## src/eqs_consts.svh

```systemverilog
// constants for the egress queue scheduler
`ifndef EQS_CONSTS_SVH
`define EQS_CONSTS_SVH

// register word offsets
`define EQS_OFF_CTRL     4'h0
`define EQS_OFF_MAP      4'h1
`define EQS_OFF_W_LO     4'h2
`define EQS_OFF_W_HI     4'h3
`define EQS_OFF_STAT     4'h4
`define EQS_OFF_CMD      4'h5
// field positions in ctrl
`define EQS_CTRL_MODE_LSB 0
`define EQS_CTRL_DSCP_BIT 2
// command bit: restore default map
`define EQS_CMD_RESTORE   0
// reset values, fair queuing slot length and queue count
`define EQS_RST_MODE      2'h0
`define EQS_RST_WEIGHT    7'h01
`define EQS_WFQ_SLOT      8'h10
`define EQS_NQ            8
`define EQS_MAP_RST       24'hfac688

`endif

```

## src/eqs_pkg.sv

```systemverilog
// types for the egress queue scheduler
`default_nettype none
package eqs_pkg;
   typedef enum logic [1:0] {
      EQS_SPQ = 2'h0,
      EQS_WRR = 2'h1,
      EQS_WFQ = 2'h3
   } eqs_mode_t;

   typedef enum logic [1:0] {
      EQS_IDLE = 2'h0,
      EQS_GRANT = 2'h1,
      EQS_BUSY = 2'h3
   } eqs_state_t;

   // classified frame from the ingress side
   typedef struct packed {
      logic       valid;
      logic [2:0] tag_prio;
      logic       tag_ok;
      logic [2:0] dscp_prio;
      logic       dscp_ok;
   } eqs_class_t;

   // grant towards the transmit path
   typedef struct packed {
      logic       valid;
      logic [2:0] queue_index;
   } eqs_grant_t;
endpackage : eqs_pkg
`default_nettype wire

```

## src/eqs_pick.sv

```systemverilog
// priority picker: first set bit of a request vector searching downward from start, wrapping past 0
`timescale 1ns/1ps
`default_nettype none
module eqs_pick (
   input  wire logic [7:0] req,
   input  wire logic [2:0] start,
   output logic            found,
   output logic [2:0]      idx
);
   // rotating search downward from start, wrapping from 0 to 7
   // later iterations win, so start itself is tried last and takes top precedence
   always_comb begin
      found = 1'b0;
      idx   = 3'h0;
      for (int i = 0; i < 8; i++) begin
         if (req[3'(start + 3'(i + 1))]) begin
            found = 1'b1;
            idx   = 3'(start + 3'(i + 1));
         end
      end
   end
endmodule : eqs_pick
`default_nettype wire

```

## src/eqs_sched.sv

```systemverilog
// egress queue scheduler for one switch port
//
// Function
// - frame priority 0..7, 7 highest
// - programmable priority to queue table
// - restore command resets whole table
// - eight queues, queue 7 highest
// - strict mode drains higher queues first
// - round robin weights 1 to 127
// - weighting only matters under backlog
// - larger weight gets more service
// - served queue moves to rotation end
// - fair mode picks queue per slot
// - weights writable only in round robin
// - tag or dscp source precedence selectable
`timescale 1ns/1ps
`include "eqs_consts.svh"
`default_nettype none
module eqs_sched (
   input  wire logic                clk,
   input  wire logic                rstn,
   // avalon-mm slave
   input  wire logic [3:0]          avs_address,
   input  wire logic                avs_read,
   input  wire logic                avs_write,
   input  wire logic [31:0]         avs_writedata,
   output logic [31:0]              avs_readdata,
   output logic                     avs_waitrequest,
   // classification input
   input  wire eqs_pkg::eqs_class_t cls,
   output logic                     cls_queue_valid,
   output logic [2:0]               cls_queue_index,
   // queue occupancy and transmit path
   input  wire logic [7:0]          q_nonempty,
   input  wire logic                tx_ready,
   input  wire logic                tx_done,
   output eqs_pkg::eqs_grant_t      grant
);
   // ------------------------------------------------------------
   // configuration registers
   // ------------------------------------------------------------
   eqs_pkg::eqs_mode_t mode_q, mode_act_q;
   logic               dscp_first_q;
   logic [23:0]        map_q;
   logic [6:0]         wt_q   [8];
   logic [6:0]         wt_act [8];
   logic               rd_done_q;
   logic [31:0]        rdata_d;
   logic               wr_hit;

   // weight clamp: 0 is illegal, stored as 1
   function automatic logic [6:0] clamp_w(input logic [7:0] b);
      return (b[6:0] == 7'h00) ? `EQS_RST_WEIGHT : b[6:0];
   endfunction : clamp_w

   function automatic logic [2:0] map_of(input logic [23:0] m, input logic [2:0] p);
      return m[3*p +: 3];
   endfunction : map_of

   // writes finish in one cycle, reads wait one cycle for registered data
   assign avs_waitrequest = avs_read & ~rd_done_q;
   assign wr_hit          = avs_write;

   always_ff @(posedge clk or negedge rstn) begin
      if (!rstn) begin
         rd_done_q <= 1'b0;
      end else begin
         rd_done_q <= avs_read & ~rd_done_q;
      end
   end

   // ctrl register: mode and precedence
   always_ff @(posedge clk or negedge rstn) begin
      if (!rstn) begin
         mode_q       <= eqs_pkg::eqs_mode_t'(`EQS_RST_MODE);
         dscp_first_q <= 1'b0;
      end else if (wr_hit && avs_address == `EQS_OFF_CTRL) begin
         if (avs_writedata[`EQS_CTRL_MODE_LSB +: 2] != 2'h2)
            mode_q <= eqs_pkg::eqs_mode_t'(avs_writedata[`EQS_CTRL_MODE_LSB +: 2]);
         dscp_first_q <= avs_writedata[`EQS_CTRL_DSCP_BIT];
      end
   end

   // map table; restore wins over a same cycle table write by design
   always_ff @(posedge clk or negedge rstn) begin
      if (!rstn) begin
         map_q <= `EQS_MAP_RST;
      end else if (wr_hit && avs_address == `EQS_OFF_CMD
                   && avs_writedata[`EQS_CMD_RESTORE]) begin
         map_q <= `EQS_MAP_RST;
      end else if (wr_hit && avs_address == `EQS_OFF_MAP) begin
         map_q <= avs_writedata[23:0];
      end
   end

   // weights accepted only in round robin mode
   always_ff @(posedge clk or negedge rstn) begin
      if (!rstn) begin
         for (int i = 0; i < `EQS_NQ; i++) wt_q[i] <= `EQS_RST_WEIGHT;
      end else if (wr_hit && mode_q == eqs_pkg::EQS_WRR) begin
         for (int i = 0; i < 4; i++) begin
            if (avs_address == `EQS_OFF_W_LO) wt_q[i] <= clamp_w(avs_writedata[8*i +: 8]);
            if (avs_address == `EQS_OFF_W_HI) wt_q[i+4] <= clamp_w(avs_writedata[8*i +: 8]);
         end
      end
   end

   // read mux, registered so read data comes from flip-flops
   always_comb begin
      rdata_d = 32'h0;
      case (avs_address)
         `EQS_OFF_CTRL: rdata_d = {29'h0, dscp_first_q, mode_q};
         `EQS_OFF_MAP:  rdata_d = {8'h0, map_q};
         `EQS_OFF_W_LO: rdata_d = {1'b0, wt_q[3], 1'b0, wt_q[2], 1'b0, wt_q[1], 1'b0, wt_q[0]};
         `EQS_OFF_W_HI: rdata_d = {1'b0, wt_q[7], 1'b0, wt_q[6], 1'b0, wt_q[5], 1'b0, wt_q[4]};
         `EQS_OFF_STAT: rdata_d = {18'h0, grant.valid, grant.queue_index, mode_act_q, q_nonempty};
         default:       rdata_d = 32'h0;
      endcase
   end

   always_ff @(posedge clk or negedge rstn) begin
      if (!rstn) avs_readdata <= 32'h0;
      else if (avs_read && !rd_done_q) avs_readdata <= rdata_d;
   end

   // ------------------------------------------------------------
   // classification to queue
   // ------------------------------------------------------------
   logic [2:0] prio_sel;
   // precedence between tag and dscp priority
   always_comb begin
      if (cls.dscp_ok && (dscp_first_q || !cls.tag_ok)) prio_sel = cls.dscp_prio;
      else prio_sel = cls.tag_prio;
   end

   always_ff @(posedge clk or negedge rstn) begin
      if (!rstn) begin
         cls_queue_valid <= 1'b0;
         cls_queue_index <= 3'h0;
      end else begin
         cls_queue_valid <= cls.valid & (cls.tag_ok | cls.dscp_ok);
         cls_queue_index <= map_of(map_q, prio_sel);
      end
   end

   // ------------------------------------------------------------
   // scheduler
   // ------------------------------------------------------------
   eqs_pkg::eqs_state_t st_q;
   logic [2:0]  rr_ptr_q;
   logic [6:0]  credit_q;
   logic [7:0]  slot_q;
   logic [2:0]  wfq_ptr_q;
   logic [7:0]  vt_q [8];
   logic        rr_found, sp_found;
   logic [2:0]  rr_idx, sp_idx;
   logic [2:0]  pick;
   logic        pick_ok;
   logic        boundary;

   assign boundary = (st_q == eqs_pkg::EQS_IDLE);

   // latch mode and weights only between packets
   always_ff @(posedge clk or negedge rstn) begin
      if (!rstn) begin
         mode_act_q <= eqs_pkg::eqs_mode_t'(`EQS_RST_MODE);
         for (int i = 0; i < `EQS_NQ; i++) wt_act[i] <= `EQS_RST_WEIGHT;
      end else if (boundary) begin
         mode_act_q <= mode_q;
         for (int i = 0; i < `EQS_NQ; i++) wt_act[i] <= wt_q[i];
      end
   end

   eqs_pick u_sp (
      .req   (q_nonempty),
      .start (3'h7),
      .found (sp_found),
      .idx   (sp_idx)
   );

   // rotation continues below the queue last served
   // starting one below the pointer keeps a spent queue from grabbing the turn again
   eqs_pick u_rr (
      .req   (q_nonempty),
      .start (3'(rr_ptr_q - 3'h1)),
      .found (rr_found),
      .idx   (rr_idx)
   );

   // choose the next queue for the active mode
   always_comb begin
      pick    = sp_idx;
      pick_ok = sp_found;
      case (mode_act_q)
         eqs_pkg::EQS_SPQ: pick = sp_idx;
         // with one queue busy it is simply served
         eqs_pkg::EQS_WRR: pick = (credit_q != 7'h0 && q_nonempty[rr_ptr_q]) ? rr_ptr_q : rr_idx;
         eqs_pkg::EQS_WFQ: begin
            pick = sp_idx;
            // least virtual time wins this slot
            for (int i = 0; i < `EQS_NQ; i++)
               if (q_nonempty[i] && vt_q[i] < vt_q[pick]) pick = 3'(i);
         end
         default: pick = sp_idx;
      endcase
   end

   // grant state machine
   always_ff @(posedge clk or negedge rstn) begin
      if (!rstn) begin
         st_q  <= eqs_pkg::EQS_IDLE;
         grant <= '0;
      end else begin
         case (st_q)
            // grant only a non-empty queue when tx is ready
            eqs_pkg::EQS_IDLE: if (pick_ok && tx_ready) begin
               grant <= '{valid: 1'b1, queue_index: pick};
               st_q  <= eqs_pkg::EQS_GRANT;
            end
            eqs_pkg::EQS_GRANT: begin
               grant.valid <= 1'b0;
               st_q        <= tx_done ? eqs_pkg::EQS_IDLE : eqs_pkg::EQS_BUSY;
            end
            eqs_pkg::EQS_BUSY: if (tx_done) st_q <= eqs_pkg::EQS_IDLE;
            default: st_q <= eqs_pkg::EQS_IDLE;
         endcase
      end
   end

   // round robin credit: weight packets per visit
   always_ff @(posedge clk or negedge rstn) begin
      if (!rstn) begin
         rr_ptr_q <= 3'h7;
         credit_q <= 7'h0;
      end else if (boundary && pick_ok && tx_ready && mode_act_q == eqs_pkg::EQS_WRR) begin
         if (pick == rr_ptr_q && credit_q != 7'h0) begin
            credit_q <= 7'(credit_q - 7'h1);
         end else begin
            rr_ptr_q <= pick;
            credit_q <= 7'(wt_act[pick] - 7'h1);
         end
      end
   end

   // fair queuing virtual time: step inversely to weight, slot timer
   always_ff @(posedge clk or negedge rstn) begin
      if (!rstn) begin
         for (int i = 0; i < `EQS_NQ; i++) vt_q[i] <= 8'h0;
         slot_q    <= 8'h0;
         wfq_ptr_q <= 3'h0;
      end else begin
         slot_q <= (slot_q == `EQS_WFQ_SLOT) ? 8'h0 : 8'(slot_q + 8'h1);
         if (boundary && pick_ok && tx_ready && mode_act_q == eqs_pkg::EQS_WFQ) begin
            wfq_ptr_q <= pick;
            vt_q[pick] <= 8'(vt_q[pick] + 8'(8'h80 / {1'b0, wt_act[pick]}));
         end else if (slot_q == `EQS_WFQ_SLOT) begin
            // age all clocks so that none wraps
            for (int i = 0; i < `EQS_NQ; i++)
               vt_q[i] <= (vt_q[i] > 8'h0) ? 8'(vt_q[i] - 8'h1) : 8'h0;
         end
      end
   end

   // ------------------------------------------------------------
   // assertions
   // ------------------------------------------------------------
   a_grant_nonempty: assert property (@(posedge clk) disable iff (!rstn)
      $rose(grant.valid)
      |-> (($past(q_nonempty) >> grant.queue_index) & 8'h01) == 8'h01 && $past(tx_ready))
      else $error("grant to empty queue or tx not ready");
   a_grant_pulse: assert property (@(posedge clk) disable iff (!rstn)
      grant.valid |=> !grant.valid)
      else $error("grant longer than one cycle");
   a_sp_highest: assert property (@(posedge clk) disable iff (!rstn)
      $rose(grant.valid) && $past(mode_act_q) == eqs_pkg::EQS_SPQ
      |-> ($past(q_nonempty) >> grant.queue_index) <= 8'h1)
      else $error("strict mode skipped higher queue");
   a_wt_locked: assert property (@(posedge clk) disable iff (!rstn)
      mode_q != eqs_pkg::EQS_WRR |=> $stable(wt_q[0]) && $stable(wt_q[7]))
      else $error("weight changed outside round robin");
   a_restore_map: assert property (@(posedge clk) disable iff (!rstn)
      wr_hit && avs_address == `EQS_OFF_CMD && avs_writedata[`EQS_CMD_RESTORE]
      |=> map_q == `EQS_MAP_RST)
      else $error("restore did not reset map");
   a_mode_boundary: assert property (@(posedge clk) disable iff (!rstn)
      st_q != eqs_pkg::EQS_IDLE |=> $stable(mode_act_q))
      else $error("mode changed mid packet");
   a_map_lookup: assert property (@(posedge clk) disable iff (!rstn)
      cls.valid && cls.tag_ok && !cls.dscp_ok
      |=> cls_queue_index == map_of($past(map_q), $past(cls.tag_prio)))
      else $error("queue index not from table");
   a_weight_min: assert property (@(posedge clk) disable iff (!rstn)
      wt_q[3] != 7'h00)
      else $error("weight out of range");
   a_busy_hold: assert property (@(posedge clk) disable iff (!rstn)
      st_q == eqs_pkg::EQS_BUSY && !tx_done |=> st_q == eqs_pkg::EQS_BUSY)
      else $error("left busy without done");

   c_wrr_grant: cover property (@(posedge clk) disable iff (!rstn)
      $rose(grant.valid) && mode_act_q == eqs_pkg::EQS_WRR);
   c_wfq_grant: cover property (@(posedge clk) disable iff (!rstn)
      $rose(grant.valid) && mode_act_q == eqs_pkg::EQS_WFQ);
   c_restore: cover property (@(posedge clk) disable iff (!rstn)
      wr_hit && avs_address == `EQS_OFF_CMD);
endmodule : eqs_sched
`default_nettype wire

```

## config.mk

```make
export PLATFORM = sky130hd
export DESIGN_NAME = eqs_sched
export DESIGN_NICKNAME = d
export VERILOG_FILES = /design/src/eqs_pkg.sv /design/src/eqs_pick.sv /design/src/eqs_sched.sv
export VERILOG_INCLUDE_DIRS = /design/src /design/src/src
export SDC_FILE = /design/constraint.sdc
export NUM_CORES = 1
export LEC_CHECK = 0
export BUFFER_PORTS_ARGS = -buffer_cell sky130_fd_sc_hd__buf_4
export CAP_MARGIN = 30
export CORE_MARGIN = 3
export CORE_UTILIZATION = 40
export DETAILED_ROUTE_END_ITERATION = 6
export GPL_TIMING_DRIVEN = 0
export SLEW_MARGIN = 5
export SYNTH_ARGS = -nofsm -noshare
export SYNTH_HDL_FRONTEND = slang
export SYNTH_SLANG_ARGS = --single-unit
```

## constraint.sdc

```tcl
create_clock -name clk -period 30.3 [get_ports clk]
set_clock_uncertainty 0.15 [all_clocks]
set_input_delay 1.515 -clock clk [delete_from_list [all_inputs] [get_ports clk]]
set_output_delay 1.515 -clock clk [all_outputs]
set_load 0.005 [all_outputs]
```

==> flow_metrics.tcl, run 1 <==
set metrics [dict create \
    portBuffers 95 \
    place_ws_ns -9.37 \
    fp.dieArea_mm2 0.0578 \
    viasPerCell 6.59 \
    finalWirelength_um 110000 \
    hpwl_um 77400 \
    violations "DRC, setup timing" \
    r2r_cells 162 \
    rsz0062_at_grt "true" \
    fin_ws_ns -0.250 \
    antenna_found_initial 5 \
    grt_use_total_pct 36.5 \
    grt_pass1_wl_um 156000 \
    post_drt_wl_per_cell_um 28.8 \
    critPathKind "input pin to register" \
    synthFlopType "dfrtp_1" \
    synth_area_per_cell_um2 8.19 \
    period_minus_slack_ns 30.55 \
    synthArstFlopShare_pct 100 \
    arrival_ns 30.86 \
    ys_seq_elements 265 \
    clk_latency_ns 0.61 \
    critPathLaunchType "input pin" \
    end_kind "register" \
    cp-startpoint "q_nonempty[7]" \
    final_cells 3821 \
    synth_edf_count 0 \
    clk_path_buf_depth 3 \
    r2r_slack_ns 0 \
    placedCellCount 3487 \
    nets 3260 \
    ant_nets 0 \
    num_vias 25200 \
    grt.overflow.total 0 \
    crit_top_cell "buf_4" \
    r2r_end "vt_q[15]" \
    gp_congestion 0.994 \
    grt_pass1_vias 23700 \
    die_x_um 240 \
    slew_violations 0 \
    crit_end "vt_q[15]" \
    area_growth_pct 34.9 \
    tightest_slew_ns 1.21 \
    fmaxAchievable_mhz 32.7 \
    final_hold_viol_count 0 \
    maxCapViolCount 0 \
    grt_max_degree 111 \
    synth-seq-area-share_pct 30.3 \
    crit_slowest_cell "or3_4" \
    cts_inserted_buffers 30 \
    clkSinkCount 265 \
    clkTransAtPathRegs_ns 0.06 \
    holdPathStages 2 \
    ys_types 111 \
    crit_path_max_fanout 10 \
    ys_warn_count 0 \
    die_y_um 240 \
    clock-root-buffer "clkbuf_16" \
    tritoncts "done" \
    drt-initial-drc-count 3258 \
    hp-class "register to register" \
    fp-row-count 85 \
    max_slew_margin_pct 19.5 \
    synthCells 2684 \
    timing.rr.start "vt_q[25]" \
    io_pins 100 \
    finalSetupViolCount 16 \
    h-tree-depth 1 \
    slowest_delay_ns 0.42 \
    core_area_mm2 0.0541 \
    drc_errors 3 \
    required_ns 30.61 \
    drive_gt1_share_pct 32.9 \
    drt-pass1-iter-count 7 \
    post-route-period-util_pct 101 \
    syn_area_mm2 0.0220 \
    synth_nets 2846 \
    start_util_pct 40.6 \
    status "finished, violations left" \
]
## how the worst min path moves through the flow
stage | to | slack, ns | from
2_1_floorplan | slot_q[7] | 0.30 | slot_q[7]
3_3_place_gp | avs_readdata[8] | 0.32 | avs_readdata[8]
3_5_place_dp | avs_readdata[0] | 0.32 | avs_readdata[0]
4_1_cts | avs_readdata[0] | 0.34 | avs_readdata[0]
5_1_grt | avs_readdata[8] | 0.34 | avs_readdata[8]
6_report | avs_readdata[28] | 0.33 | avs_readdata[28]
## synth_stat cells, types with 12 or more instances
master,n,share of area (%)
o21ai_0,212,4.8
o211ai_1,37,1.3
o221ai_1,24,0.96
xnor2_1,30,1.2
o22a_1,18,0.72
dfstp_2,31,3.7
a221o_1,12,0.55
nor2_1,209,3.6
nand4_1,20,0.57
o22ai_1,14,0.40
o21a_1,20,0.68
nand3_1,84,1.9
dfrtp_1,234,27
mux2_2,140,7.2
a222oi_1,22,1.0
a211oi_1,22,0.75
a21oi_1,225,5.1
nor3_1,67,1.5
inv_1,58,0.99
a21boi_0,13,0.44
nor2b_1,19,0.54
a31oi_1,46,1.3
a21o_1,34,1.2
clkbuf_1,147,2.5
nor4_1,15,0.43
nand2b_1,32,0.91
mux2i_1,90,4.1
o31ai_1,14,0.48
or3_1,24,0.68
ha_1,102,5.8
nand2_1,377,6.4
buf_2,12,0.27
a22oi_1,30,1.0
buf_1,19,0.32
## sequential cells by signal, summed over array words and instances (netlist names), 2 cells and up
| signal | cells |
|---|---|
| avs_readdata | 31 |
| mode_q | 2 |
| mode_act_q | 2 |
| st_q | 2 |
| credit_q | 7 |
| wt_act | 56 |
| rr_ptr_q | 3 |
| vt_q | 64 |
| grant | 4 |
| slot_q | 8 |
| cls_queue_index | 3 |
| map_q | 24 |
| wt_q | 56 |
## layer usage
| layer | wire length, µm | up-vias | track usage, % |
|---|---|---|---|
| li1 | - | 10800 | - |
| met3 | 11100 | 422 | 8.82 |
| met5 | 27 | - | 0 |
| met4 | 7910 | 4 | 21.2 |
| met2 | 49000 | 1601 | 56.9 |
| met1 | 42000 | 12400 | 46.0 |
## layout by cell type (no fill, tap or decap), types with 55 or more instances in the layout
cell type / instances
ha_1: 77
nor2_1: 174
inv_1: 55
nand3_1: 71
mux2i_1: 86
buf_4: 347
nand2_1: 349
clkbuf_1: 114
dfrtp_1: 234
a21oi_1: 170
o21ai_0: 171
nor3_1: 55
mux2_2: 130
## stage by stage
step           setup TNS, ns  cell area (µm²)  hold WS, ns  util (%)
2_1_floorplan              0            22100        0.296         -
3_3_place_gp         -545.37            23700        0.317      43.8
3_5_place_dp         -541.76            23900        0.322      44.2
4_1_cts                    0            27900        0.337      51.5
5_1_grt               -37.71            29600        0.344      54.8
6_report               -2.85            29700        0.332      54.8
## kinds of logic (layout without fill, tap and decap cells)
family                     count (synthesis)  in the layout  share of synthesized area (%)
DFF                                      265            265                           30.3
AOI/OAI and AO/OA                        863            863                           26.2
muxes                                    243            243                           12.4
buffers and inverters                    250            688                           4.55
other                                      1              4                         0.0171
xor gates and xnor gates                  41             41                           1.63
adders and majority gates                103            103                           5.90
and+or+nand+nor                          918            918                           19.0
## worst max-delay path, delay by kind of cell
kind | cells | cell delay [ns]
AO/OA/AOI/OAI | 65 | 11.52
AND/OR/NAND/NOR | 40 | 6.66
buffers and inverters | 34 | 4.61
adder cells (fa/ha/maj) | 15 | 4.05
multiplexers | 8 | 1.90
XOR/XNOR | 3 | 0.47
## repair_timing
| action | in CTS | in global routing |
|---|---|---|
| buffers inserted | 175 | 96 |
| gates resized for setup | 361 | 255 |
| pin swaps | 151 | 189 |
| cloned | 6 | 1 |
| hold buffers | 0 | 0 |
| setup endpoints to repair | 64 | 64 |
## final cells by class
| cell class | instances | area (µm²) |
|---|---|---|
| diodes | 3 | 7.51 |
| clock inverters | 12 | 121 |
| flip-flops and latches | 265 | 6670 |
| clock buffers | 44 | 843 |
| repair buffers | 392 | 3310 |
| multi-input cells | 2169 | 16400 |
| fillers | 4966 | 24500 |
| inverters | 61 | 236 |
| well taps | 696 | 871 |
| plain buffers | 179 | 1220 |
Power of run 1 is left out: the tool's default activity adds up to more than one toggle a clock period on the data nets, which glitch-free logic cannot reach.
==> inputs of run 2 (changes only) <==
CTS_CLUSTER_DIAMETER = 200   (was not set)
clock period = 37.6 ns   (was 30.3 ns; I/O delays follow)
==> run 2 against run 1 <==
  * The run ends with DRC left
  * Worst setup slack improved by 1.9 ns
  * Wire length is 4.3% lower
  * Critical path depth fell by 8
  * Critical path type unchanged
==> flow_metrics.tcl, run 2 (synthesis results as in run 1) <==
set metrics [dict create \
    post-route-period-util_pct 95.7 \
    drc_errors 1 \
    r2r_end "vt_q[22]" \
    final_hold_viol_count 0 \
    die_y_um 240 \
    viasPerCell 6.60 \
    clk_path_buf_depth 3 \
    antenna_found_initial 6 \
    tritoncts "done" \
    area_growth_pct 15.9 \
    post_drt_wl_per_cell_um 29.5 \
    arrival_ns 36.29 \
    hp-class "register to register" \
    timing.rr.start "vt_q[28]" \
    h-tree-depth 1 \
    hold_path_end "avs_readdata[11]" \
    holdPathStages 1 \
    io_pins 100 \
    final_cell_mix "372 x nand2_1, 234 x dfrtp_1, 215 x a21oi_1" \
    final_common_cell "nand2_1" \
    maxCapViolCount 0 \
    clk_latency_ns 0.61 \
    max_slew_margin_pct 28.3 \
    grt_max_degree 123 \
    hpwl_um 78900 \
    fin_ws_ns 1.63 \
    place_ws_ns -4.90 \
    clkTransAtPathRegs_ns 0.06 \
    core_area_mm2 0.0541 \
    cp_top_family "compound AO/OA/AOI/OAI gates" \
    critPathKind "input pin to register" \
    gp_congestion 0.999 \
    nets 3014 \
    grt_pass1_wl_um 152000 \
    min-delay-start "avs_readdata[11]" \
    crit_slowest_cell "a21oi_1" \
    fp-row-count 85 \
    status "finished, violations left" \
    portBuffers 95 \
    drt-initial-drc-count 3021 \
    clkSinkCount 265 \
    ant_nets 0 \
    violations "DRC" \
    slew_violations 0 \
    top_regs "vt_q: 64 flops, wt_act: 56 flops, wt_q: 56 flops" \
    num_vias 23600 \
    fmaxAchievable_mhz 27.8 \
    placedCellCount 3487 \
    die_x_um 240 \
    regMostFlops "vt_q" \
    start_util_pct 40.6 \
    cp_num_buf_inv 18 \
    finalWirelength_um 105000 \
    period_minus_slack_ns 35.97 \
    final_cells 3573 \
    cts_hold_buf 0 \
    slowest_delay_ns 0.63 \
    end_kind "register" \
    clock-root-buffer "clkbuf_16" \
    grt_pass1_vias 22700 \
    required_ns 37.92 \
    drt-pass1-iter-count 7 \
    cts_inserted_buffers 30 \
    r2r_slack_ns 2.69 \
    crit_path_max_fanout 10 \
    grt_use_total_pct 35.6 \
    fp.dieArea_mm2 0.0578 \
    crit_top_cell "ha_1" \
    grt.overflow.total 0 \
    tightest_slew_ns 1.08 \
    largest_reg_flops 64 \
    critPathLaunchType "input pin" \
    finalSetupViolCount 0 \
    r2r_cells 155 \
    drive_gt1_share_pct 18.1 \
]
run 2: changes by cell type in the layout (fill, tap and decap cells not counted), sizes merged:
cell | before | now
clkdlybuf4s15 | 1 | 0
clkinv | 8 | 5
clkbuf | 171 | 188
buf | 443 | 183
inv | 61 | 63
diode | 3 | 1
clkinvlp | 3 | 1
bufinv | 1 | 2
run 2: worst max path at each step:
stage | start | endpoint | depth (start not counted)
after floorplan | q_nonempty[2] | vt_q[22] | 166
after global placement | q_nonempty[3] | vt_q[63] | 158
after detailed placement | q_nonempty[3] | vt_q[22] | 160
after CTS | q_nonempty[4] | vt_q[22] | 163
after global routing | q_nonempty[7] | vt_q[22] | 166
final | q_nonempty[2] | vt_q[22] | 157
run 2: cell type report:
type / instances / area [µm²]
Sequential cell: 265 / 6670
Tap cell: 696 / 871
Timing Repair Buffer: 140 / 1190
Inverter: 61 / 229
Clock buffer: 46 / 861
Clock inverter: 10 / 135
Antenna cell: 1 / 2.50
Buffer: 185 / 828
Multi-Input combinational cell: 2169 / 14700
Fill cell: 5321 / 28700
run 2: layer usage:
layer | up-vias | global-route usage (%) | part of all wire [%]
met3 | 382 | 7.63 | 8.9
met1 | 11500 | 44.5 | 39
met2 | 1345 | 55.7 | 44
met5 | - | 0 | 0.023
li1 | 10300 | - | -
met4 | 4 | 22.8 | 7.8
run 2: per-stage QoR:
stage	area [µm²]	setup TNS [ns]	utilization, %	hold slack (ns)
final	25500	0	47.1	0.330
after floorplan	22000	0	-	0.296
after global routing	25500	-0.122	47.1	0.345
after CTS	25000	0	46.2	0.331
after detailed placement	23800	-261.15	43.9	0.317
after global placement	23600	-287.55	43.5	0.316
run 2: repair_timing:
item,in CTS,in global routing
setup endpoints to repair,64,64
buffers inserted,4,23
pin swaps,1,12
resized for setup,58,73
Power of run 2 is left out for the same reason.
